$ cat src/core/ascp_defines.svh
`ifndef ASCP_DEFINES_SVH
`define ASCP_DEFINES_SVH

// Instruction byte field positions.
`define ASCP_INS_DIR_BIT 7
`define ASCP_INS_CNT_HI 6
`define ASCP_INS_CNT_LO 5
`define ASCP_INS_FSC_BIT 4
`define ASCP_INS_REG_HI 3
`define ASCP_INS_REG_LO 2
`define ASCP_INS_BYTE_HI 1
`define ASCP_INS_BYTE_LO 0

// Control register field positions used by the port itself.
`define ASCP_CTRL_LINE_USAGE 0
`define ASCP_CTRL_BIT_ORDER 1
`define ASCP_CTRL_BYTE_ORDER 2

// Reset values of the writable registers and of the result register.
`define ASCP_CTRL_RESET 24'h00_0100
`define ASCP_CAL_RESET 24'h00_0000
`define ASCP_RESULT_RESET 24'h00_0000

// Register select codes.
`define ASCP_SEL_RESULT 2'h0
`define ASCP_SEL_CTRL 2'h1
`define ASCP_SEL_OFFSET 2'h2
`define ASCP_SEL_FULLSCALE 2'h3

// Starting byte code that addresses nothing.
`define ASCP_BYTE_NONE 2'h3

// Bits per serial byte, as the last bit index.
`define ASCP_LAST_BIT 3'h7

// Value driven for bytes that address no register.
`define ASCP_UNDEF_BYTE 8'h00

// Number of pin inputs passed through the synchroniser.
`define ASCP_SYNC_W 3

`endif

$ cat src/core/ascp_pkg.sv
package ascp_pkg;

	// Phase of a communication cycle.
	typedef enum logic [0:0] {
		ASCP_INSTR,
		ASCP_DATA
	} ascp_phase_t;

	// Index of a pin input within the synchroniser bus.
	typedef enum int {
		ASCP_PIN_SCLK = 0,
		ASCP_PIN_CS_N = 1,
		ASCP_PIN_SDIO = 2
	} ascp_pin_t;

endpackage

$ cat src/core/ascp_pin_sync.sv
`timescale 1ns/100ps
`default_nettype none
`include "ascp_defines.svh"

// Brings the serial pins into the sys_clk domain and finds serial clock edges.
module ascp_pin_sync (
	// Clock and reset.
	input wire logic sys_clk,
	input wire logic rst,
	// Raw pins.
	input wire logic [`ASCP_SYNC_W-1:0] pins_raw,
	// Synchronised levels and serial clock edge pulses.
	output logic [`ASCP_SYNC_W-1:0] pins_sync,
	output logic sclk_rise,
	output logic sclk_fall
);

	// First stage, read only by the second stage.
	logic [`ASCP_SYNC_W-1:0] meta;
	// Previous synchronised serial clock, for edge finding.
	logic sclk_prev;

	// Two flip-flops per pin; chip select idles high so it resets high.
	genvar g;
	generate
		for (g = 0; g < `ASCP_SYNC_W; g = g + 1) begin : g_sync
			always_ff @(posedge sys_clk or posedge rst) begin
				if (rst) begin
					meta[g] <= (g == ascp_pkg::ASCP_PIN_CS_N);
					pins_sync[g] <= (g == ascp_pkg::ASCP_PIN_CS_N);
				end else begin
					meta[g] <= pins_raw[g];
					pins_sync[g] <= meta[g];
				end
			end
		end
	endgenerate

	// Edge detector looks only at the second stage.
	always_ff @(posedge sys_clk or posedge rst) begin
		if (rst) begin
			sclk_prev <= 1'b0;
		end else begin
			sclk_prev <= pins_sync[ascp_pkg::ASCP_PIN_SCLK];
		end
	end

	assign sclk_rise = pins_sync[ascp_pkg::ASCP_PIN_SCLK] & ~sclk_prev;
	assign sclk_fall = ~pins_sync[ascp_pkg::ASCP_PIN_SCLK] & sclk_prev;

endmodule // ascp_pin_sync

`default_nettype wire

$ cat src/core/ascp_port.sv
`timescale 1ns/100ps
`default_nettype none
`include "ascp_defines.svh"

// Overview of operation
// - Data phase follows the stored instruction.
// - Instruction bit seven: zero read, one write.
// - Bits six, five give one to four bytes.
// - Bit four picks positive or negative calibration.
// - Bits three, two register; one, zero start.
// - Select codes map result, control, offset, fullscale.
// - Writes never touch the conversion result.
// - All write data enters on data line.
// - Incoming bits captured on serial clock rise.
// - All five registers are readable.
// - Three-wire reads drive the separate output.
// - Two-wire reads drive the shared data line.
// - Read bits launched on falling edge.
// - Result holds 24 bits, read-only, byte two top.
// - Control bit zero selects line usage.
// - Control bit one selects bit order.
// - Control bit two selects byte stepping direction.
// - Select high suspends cycle until reasserted.
module ascp_port (
	// System clock and reset.
	input wire logic sys_clk,
	input wire logic rst,
	// Serial pins from the host.
	input wire logic sclk,
	input wire logic cs_n,
	input wire logic sdio_in,
	// Serial pins to the host.
	output logic sdio_out,
	output logic sdio_oe,
	output logic separate_output_line,
	output logic separate_output_oe,
	// New conversion word from the converter core.
	input wire logic [23:0] result_data,
	input wire logic result_load,
	// Register contents toward the converter core.
	output logic [23:0] conversion_result,
	output logic [23:0] control_reg,
	output logic [23:0] offset_cal,
	output logic [23:0] pos_fullscale_cal,
	output logic [23:0] neg_fullscale_cal
);

	// Synchronised pins and edge pulses.
	logic [`ASCP_SYNC_W-1:0] pins_sync;
	logic sclk_rise;
	logic sclk_fall;
	// Cycle state.
	ascp_pkg::ascp_phase_t phase;
	logic [7:0] transfer_instruction;
	logic [7:0] shift_in;
	logic [2:0] bit_cnt;
	logic [1:0] bytes_left;
	logic [1:0] byte_idx;
	logic read_out_bit;

	ascp_pin_sync u_sync (
		.sys_clk(sys_clk),
		.rst(rst),
		.pins_raw({sdio_in, cs_n, sclk}),
		.pins_sync(pins_sync),
		.sclk_rise(sclk_rise),
		.sclk_fall(sclk_fall)
	);

	// Returns one byte of a 24-bit register; byte three addresses nothing.
	function automatic logic [7:0] pick_byte(input logic [23:0] word, input logic [1:0] idx);
		logic [7:0] b;
		b = `ASCP_UNDEF_BYTE;
		if (idx != `ASCP_BYTE_NONE) begin
			b = word[idx*8 +: 8];
		end
		return b;
	endfunction

	// Chip select active; edges while it is high are ignored so the cycle waits.
	wire cs_active = ~pins_sync[ascp_pkg::ASCP_PIN_CS_N];
	wire data_bit = pins_sync[ascp_pkg::ASCP_PIN_SDIO];
	wire rise_ok = sclk_rise & cs_active;
	wire fall_ok = sclk_fall & cs_active;
	wire byte_end = rise_ok & (bit_cnt == `ASCP_LAST_BIT);

	// Control fields steering the port.
	wire three_wire = control_reg[`ASCP_CTRL_LINE_USAGE];
	wire lsb_first = control_reg[`ASCP_CTRL_BIT_ORDER];
	wire ascending = control_reg[`ASCP_CTRL_BYTE_ORDER];

	// Stored instruction fields.
	wire is_write = transfer_instruction[`ASCP_INS_DIR_BIT];
	wire neg_select = transfer_instruction[`ASCP_INS_FSC_BIT];
	wire [1:0] reg_sel = transfer_instruction[`ASCP_INS_REG_HI:`ASCP_INS_REG_LO];

	// Incoming byte once the current bit lands; order follows control bit one.
	// Instruction bytes always shift in most significant bit first, whatever control bit one says.
	wire shift_lsb = lsb_first & (phase == ascp_pkg::ASCP_DATA);
	wire [7:0] next_shift = shift_lsb ? {data_bit, shift_in[7:1]} : {shift_in[6:0], data_bit};

	// Byte index after the current one, stepping up or down.
	wire [1:0] next_byte_idx = ascending ? 2'(byte_idx + 2'h1) : 2'(byte_idx - 2'h1);

	// Register word selected by the stored instruction.
	wire [23:0] fullscale_word = neg_select ? neg_fullscale_cal : pos_fullscale_cal;
	wire [23:0] sel_word = (reg_sel == `ASCP_SEL_RESULT) ? conversion_result :
		(reg_sel == `ASCP_SEL_CTRL) ? control_reg :
		(reg_sel == `ASCP_SEL_OFFSET) ? offset_cal : fullscale_word;
	wire [7:0] read_byte = pick_byte(sel_word, byte_idx);
	wire [2:0] out_pos = lsb_first ? bit_cnt : 3'(`ASCP_LAST_BIT - bit_cnt);

	// Write strobe for the target byte, never for the result register.
	wire wr_byte = (phase == ascp_pkg::ASCP_DATA) & is_write & byte_end & (byte_idx != `ASCP_BYTE_NONE);
	wire wr_ctrl = wr_byte & (reg_sel == `ASCP_SEL_CTRL);
	wire wr_off = wr_byte & (reg_sel == `ASCP_SEL_OFFSET);
	wire wr_pos = wr_byte & (reg_sel == `ASCP_SEL_FULLSCALE) & ~neg_select;
	wire wr_neg = wr_byte & (reg_sel == `ASCP_SEL_FULLSCALE) & neg_select;

	// A read of the result is under way; a new word must not tear it.
	wire result_busy = (phase == ascp_pkg::ASCP_DATA) & ~is_write & (reg_sel == `ASCP_SEL_RESULT);

	// Output enables: read phase with select low, line chosen by control bit zero.
	wire reading = (phase == ascp_pkg::ASCP_DATA) & ~is_write & cs_active;
	wire next_sdio_oe = reading & ~three_wire;
	wire next_sdo_oe = reading & three_wire;

	// Phase sequencing, instruction capture and byte counting on rising edges.
	always_ff @(posedge sys_clk or posedge rst) begin
		if (rst) begin
			phase <= ascp_pkg::ASCP_INSTR;
			transfer_instruction <= 8'h00;
			shift_in <= 8'h00;
			bit_cnt <= 3'h0;
			bytes_left <= 2'h0;
			byte_idx <= 2'h0;
		end else if (rise_ok) begin
			shift_in <= next_shift;
			bit_cnt <= 3'(bit_cnt + 3'h1);
			if (byte_end) begin
				unique case (phase)
					ascp_pkg::ASCP_INSTR: begin
						// Instruction bits always arrive first and most significant first.
						transfer_instruction <= {shift_in[6:0], data_bit};
						bytes_left <= shift_in[`ASCP_INS_CNT_HI-1:`ASCP_INS_CNT_LO-1];
						byte_idx <= {shift_in[`ASCP_INS_BYTE_HI-1:0], data_bit};
						phase <= ascp_pkg::ASCP_DATA;
					end
					ascp_pkg::ASCP_DATA: begin
						// Step to the next byte or return to waiting for an instruction.
						byte_idx <= next_byte_idx;
						bytes_left <= 2'(bytes_left - 2'h1);
						if (bytes_left == 2'h0) begin
							phase <= ascp_pkg::ASCP_INSTR;
						end
					end
				endcase
			end
		end
	end

	// Read bit launch on the falling edge of the serial clock.
	always_ff @(posedge sys_clk or posedge rst) begin
		if (rst) begin
			read_out_bit <= 1'b0;
		end else if (fall_ok & (phase == ascp_pkg::ASCP_DATA) & ~is_write) begin
			read_out_bit <= read_byte[out_pos];
		end
	end

	// Pin drivers, all registered.
	always_ff @(posedge sys_clk or posedge rst) begin
		if (rst) begin
			sdio_oe <= 1'b0;
			separate_output_oe <= 1'b0;
		end else begin
			sdio_oe <= next_sdio_oe;
			separate_output_oe <= next_sdo_oe;
		end
	end
	assign sdio_out = read_out_bit;
	assign separate_output_line = read_out_bit;

	// Writable registers take a whole byte at its eighth bit.
	always_ff @(posedge sys_clk or posedge rst) begin
		if (rst) begin
			control_reg <= `ASCP_CTRL_RESET;
			offset_cal <= `ASCP_CAL_RESET;
			pos_fullscale_cal <= `ASCP_CAL_RESET;
			neg_fullscale_cal <= `ASCP_CAL_RESET;
		end else begin
			if (wr_ctrl) begin
				control_reg[byte_idx*8 +: 8] <= next_shift;
			end
			if (wr_off) begin
				offset_cal[byte_idx*8 +: 8] <= next_shift;
			end
			if (wr_pos) begin
				pos_fullscale_cal[byte_idx*8 +: 8] <= next_shift;
			end
			if (wr_neg) begin
				neg_fullscale_cal[byte_idx*8 +: 8] <= next_shift;
			end
		end
	end

	// Result register loads only from the converter, held while being read.
	always_ff @(posedge sys_clk or posedge rst) begin
		if (rst) begin
			conversion_result <= `ASCP_RESULT_RESET;
		end else if (result_load & ~result_busy) begin
			conversion_result <= result_data;
		end
	end
endmodule // ascp_port

`default_nettype wire

$ cat config.mk
export PLATFORM = sky130hd
export DESIGN_NAME = ascp_port
export DESIGN_NICKNAME = d
export VERILOG_FILES = /design/src/core/ascp_pkg.sv /design/src/core/ascp_pin_sync.sv /design/src/core/ascp_port.sv
export VERILOG_INCLUDE_DIRS = /design/src /design/src/core
export SDC_FILE = /design/constraint.sdc
export NUM_CORES = 1
export LEC_CHECK = 0
export ABC_CLOCK_PERIOD_IN_PS = 12100
export BUFFER_PORTS_ARGS = -buffer_cell sky130_fd_sc_hd__buf_2
export CELL_PAD_IN_SITES_DETAIL_PLACEMENT = 1
export CELL_PAD_IN_SITES_GLOBAL_PLACEMENT = 1
export CORE_MARGIN = 2
export CORE_UTILIZATION = 47
export CTS_CLUSTER_DIAMETER = 60
export CTS_CLUSTER_SIZE = 28
export DETAILED_ROUTE_END_ITERATION = 12
export GPL_TIMING_DRIVEN = 0
export PLACE_DENSITY_LB_ADDON = 0.1
export SETUP_SLACK_MARGIN = 0.3
export SLEW_MARGIN = 20
export SYNTH_ARGS = -nofsm -noshare
export SYNTH_HDL_FRONTEND = slang
export SYNTH_SLANG_ARGS = --single-unit
$ cat constraint.sdc
create_clock -name sys_clk -period 12.1 [get_ports sys_clk]
set_input_delay 3.025 -clock sys_clk [delete_from_list [all_inputs] [get_ports sys_clk]]
set_output_delay 3.025 -clock sys_clk [all_outputs]
set_load 0.03 [all_outputs]
Word-level counts from Yosys, hierarchy flattened
Index checks and enable logic that the tools add are counted.
- $add $sub $neg: 6
- multiply operators: 0
- div/mod/pow operators: 0
- magnitude comparators: 1
- eq/ne operators: 5
- shift-type cells: 3
- muxes and demuxes: 18
- bitwise operators: 30
- reduce and logical (&&, ||, !) cells: 4
- operator list (operator ; number):
    $bwmux 24 ; 4
    $mux 24 ; 4
    $neg 5->34 ; 1
    $shift 8x34->24 const A ; 1
    $shiftx 8x34->24 ; 1
    $shiftx 24x6->8 ; 1
    $and 1x1->1 ; 22
    $mux 8 ; 2
    $not 1->1 ; 8
    $pmux 2 s2 ; 2
    $eq 2x2->1 const B ; 2
    $logic_not 2->1 ; 2
    $lt 3x4->1 const B ; 1
    $sub 2x1->2 const B ; 2
    $add 3x1->3 const B ; 1
    $bmux 1 s3 ; 1
    $eq 3x3->1 const B ; 1
    $mux 3 ; 1
    $reduce_and 3->1 ; 1
    $sub 3x3->3 const A ; 1
    $add 2x1->2 const B ; 1
    $eq 2x1->1 const B ; 1
    $mux 1 ; 2
    $mux 2 ; 1
    other kinds (3) ; 3
- flip-flop bits (word level): 154
- bits in latches: 0
- memory bits (writable): 0
- memory bits (read-only): 0
- output and inout bits: 124
- logic and storage cells: 88
- memories kept: 0

Logic depth before layout (Yosys ltp)
- word-level depth: 8
- depth in mapped cells: 10
- depth with buffers taken out: 7

By module
A second synthesis with hierarchy kept.
- cell total of the unflattened synthesis: 585
- area, all modules: 7272.0 sq um
- by module, submodules not included (module ; instances ; cells an instance ; area an instance (sq um) ; sequential area each (sq um)):
    ascp_port ; 1 ; 575 ; 7075.5 ; 3579.7
    ascp_pin_sync ; 1 ; 10 ; 196.4 ; 177.7

Least setup slack after synthesis
Ideal clock, no wire load.
- path type: input to register
- start: in result_load
- end: reg conversion_result[0]
- library setup time: 0.125 ns
- data arrival time: 3.702 ns
- setup slack: 8.273 ns
- stages on the path: 3
- buffers on the path: 1
- cells stage by stage: o41ai_2 buf_4 mux2_2
- longest elaborated chain between the ends: 1
- ends and longest elaborated chain (element ; line ; text):
    from (decl) ; ascp_port.sv:39 ; input wire logic result_load,
    $and 1x1->1 ; ascp_port.sv:211 ; end else if (result_load & ~result_busy) begin
    to (signal assigned) ; ascp_port.sv:210 ; conversion_result <= `ASCP_RESULT_RESET;
    to (signal assigned) ; ascp_port.sv:212 ; conversion_result <= result_data;
    to (decl) ; ascp_port.sv:41 ; output logic [23:0] conversion_result,
Every way passes these cells.
A chain may end at the register's enable or synchronous reset.

Worst setup path after layout
- start: reg control_reg[0]
- end: out control_reg[0]
- RTL lines (element ; line ; text):
    from (decl) ; ascp_port.sv:42 ; output logic [23:0] control_reg,
    from (signal assigned) ; ascp_port.sv:187 ; control_reg <= `ASCP_CTRL_RESET;
    from (signal, indexed assignment) ; ascp_port.sv:193 ; control_reg[byte_idx*8 +: 8] <= next_shift;
No word-level cell between the ends.

==> results.yml <==
run_status:
  status: "complete, no violations"
global_route:
  grt_usage_pct: 28.8
  grt-ovfl-total: 0
  grt_pass1_vias: 5687
  grt_max_degree: 90
  antenna_found_initial: 0
  grt_pass1_wl_microns: 34400
yosys:
  ys.flop_type: "dfrtp_1"
  synth_seq_cells: 150
  synthCells: 541
  synth_edf_count: 0
  synth_nets: 578
  async_reset_ff_share_pct: 100
  ys_seq_area_share_pct: 52.7
  ys_types: 49
  ys_warn_count: 0
  syn_avg_cell_area_sq_um: 13.2
  syn-cell-area_sq_um: 7130
layout:
  stdcell_count: 915
  fin_nets: 751
  drive_above_1_share_pct: 48.8
  n_fill_cell: 1587
  synthToLayoutAreaGrowth_pct: 23.0
  stdcell_area_sq_um: 8770
  diodes: 0
  finish.utilization_pct: 58.3
  multi_input_area_sq_um: 3210
  regArea_sq_um: 3760
die:
  rows: 45
  io-pin-count: 154
  initial_core_util_pct: 47.4
  core_area_sq_um: 15000
  die-height_microns: 127
  die-area_sq_um: 16200
  die_x_microns: 127
routing:
  vias: 5294
  dr.pass1.iters: 4
  ant_nets: 0
  drc_errors: 0
  drtIter0Drc: 253
  vias_per_cell: 5.79
  wirelength_microns: 22500
  wire_per_inst_microns: 24.6
placed_design:
  port_buffers: 153
  dpl-instance-area_sq_um: 8180
  placed_cells: 883
  dp_hpwl_microns: 15600
  gp_congestion: 0.886
sta:
  finalSetupViolations: 0
  period_needed_ns: 4.26
  slew_headroom_pct: 28.3
  rsz0062_at_grt: "false"
  setup-tns-final_ns: 0
  hold_viol_final: 0
  finClkSkew_ns: 0.0103
  hold_slack_ns: 0.348
  fin_crit_sh_pct: 35.2
  tightest_slew_ns: 1.07
  fmax_mhz: 235
  finalMaxSlewViolations: 0
setup_path:
  worstPathArrival_ns: 1.23
  cp_cell_sequence: "buf_2"
  crit_buf_inv: 1
  crit_required_ns: 9.07
  cp_top_family: "flip-flops"
  worstSetupPathType: "reg2out"
  cp_max_fo: 5
  slowest_stage: "dfrtp_1"
  cp_slowest_stage_delay_ns: 0.53
  end_kind: "output pin"
  start_kind: "register"
pwr:
  p_switching_mw: 0.699
  power_leakage_nw: 4.53
  power_frac_comb_pct: 37.0
  p_sw_share_pct: 38.3
  power_frac_seq_pct: 33.9
  clkPwrFrac_pct: 29.1
  intPower_mw: 1.12
  powerDensity_nw_per_um2: 208
  vdd_drop_max_v: 0.000120
clock_tree:
  cts.sink_count: 150
  cts_tree: "yes"
  clock_latency_ns: 0.43
  cts_root_buf: "clkbuf_16"
  hold_buffers: 0
  cts_buffers: 17
  cts_max_level: 4
  cts_setup_buffers: 0
  cts_max_path_buffers: 2
  cts_resized: 0
  clk_pin_slew_ns: 0.06
hold_path:
  min_path_type: "reg2reg"
run:
  max_cap_violations: 0
==> placed cells by master, fill, tap and decap left out, drive strengths merged, types with 4 or more instances in the layout <==
master / synthesis / layout
o21ai: 13 / 13
clkbuf: 6 / 30
nor2b: 4 / 4
nand2: 32 / 32
o211ai: 4 / 4
buf: 18 / 172
nor2: 47 / 47
ha: 7 / 7
mux2i: 19 / 19
nor3: 9 / 9
a21oi: 22 / 22
xnor2: 4 / 4
clkinv: 2 / 6
a211oi: 6 / 6
inv: 7 / 7
a2111oi: 4 / 4
mux4: 19 / 19
dfrtp: 147 / 147
mux2: 138 / 138
==> metal layers <==
layer | part of all wire [%] | vias to the layer above | track usage (%) | routed length, microns
met2 | 49 | 190 | 47.1 | 11100
met5 | 0 | - | 0 | 0
li1 | - | 2316 | - | -
met4 | 2.6 | 0 | 10.3 | 582
met3 | 6.0 | 37 | 6.07 | 1350
met1 | 42 | 2751 | 38.5 | 9490
==> stage by stage <==
stage	power (mW)	setup slack (ns)
after detailed placement	1.29	7.92
after global routing	1.90	7.81
after CTS	1.83	7.84
final	1.82	7.84
after floorplan	1.06	5.04
after global placement	1.26	3.43
==> synthesized netlist by cell type, types with 2 or more instances <==
master | count | area [sq um]
dfrtp_1 | 147 | 3680
mux2_2 | 124 | 1400
nor2_1 | 47 | 176
nand2_1 | 32 | 120
a21oi_1 | 21 | 105
mux2i_1 | 19 | 190
mux4_2 | 19 | 428
mux2_1 | 12 | 135
o21ai_0 | 12 | 60.1
buf_2 | 10 | 50.1
nor3_1 | 9 | 45.0
ha_1 | 7 | 87.6
inv_1 | 7 | 26.3
clkbuf_1 | 6 | 22.5
a211oi_1 | 5 | 37.5
buf_4 | 4 | 30.0
nor2b_1 | 4 | 25.0
o211ai_1 | 4 | 30.0
xnor2_1 | 4 | 35.0
a211o_1 | 3 | 26.3
and2_1 | 3 | 18.8
buf_6 | 3 | 33.8
dfstp_2 | 3 | 78.8
nand3_1 | 3 | 15.0
nand3b_1 | 3 | 22.5
nor4_1 | 3 | 18.8
a2111oi_0 | 2 | 17.5
clkinv_1 | 2 | 7.51
mux2_4 | 2 | 30.0
xor2_1 | 2 | 17.5
==> worst register-to-register path, delay by kind of cell (launching register included) <==
family	cells	cell delay, ns
xor+xnor	1	0.86
flops	1	0.41
buf+inv	1	0.18
compound gates	2	0.70
mux	1	0.67
simple gates	1	0.11
==> cell type report <==
cell class / instances / area share [%]
Clock buffer: 24 / 5.61
Inverter: 9 / 0.471
Tap cell: 188 / 2.68
Clock inverter: 8 / 1.13
Sequential cell: 150 / 42.9
Multi-Input combinational cell: 358 / 36.6
Timing Repair Buffer: 154 / 9.05
Buffer: 24 / 1.60
==> kinds of logic after synthesis <==
kind of cell,synth area share [%]
AO/OA/AOI/OAI,5.49
AND/OR/NAND/NOR,6.84
flip-flops,52.7
multiplexers,30.6
adder cells (fa/ha/maj),1.23
XOR/XNOR,0.737
buffers and inverters,2.44
==> final timing paths <==
check                          startpoint                    end  slack (ns)  cells past startpoint
hold / removal             u_sync.meta[0]    u_sync.pins_sync[0]        0.35                      0
max in group asynchronous             rst  neg_fullscale_cal[12]        8.68                      3
setup / recovery           control_reg[0]         control_reg[0]        7.84                      1
setup reg to reg           control_reg[1]               sdio_out        9.06                      6
hold reg to reg            u_sync.meta[0]    u_sync.pins_sync[0]        0.35                      0
min in group asynchronous             rst  conversion_result[20]        2.62                      2
==> power groups by stage <==
stage / clock [mW] / sequential [mW] / combinational (mW)
CTS: 0.536 / 0.616 / 0.674
finish: 0.531 / 0.617 / 0.675
detailed placement: 0 / 0.624 / 0.664
floorplan: 0 / 0.678 / 0.383
global placement: 0 / 0.620 / 0.645
global route: 0.558 / 0.626 / 0.716
Note: power is estimated with default switching activity, not from simulation.
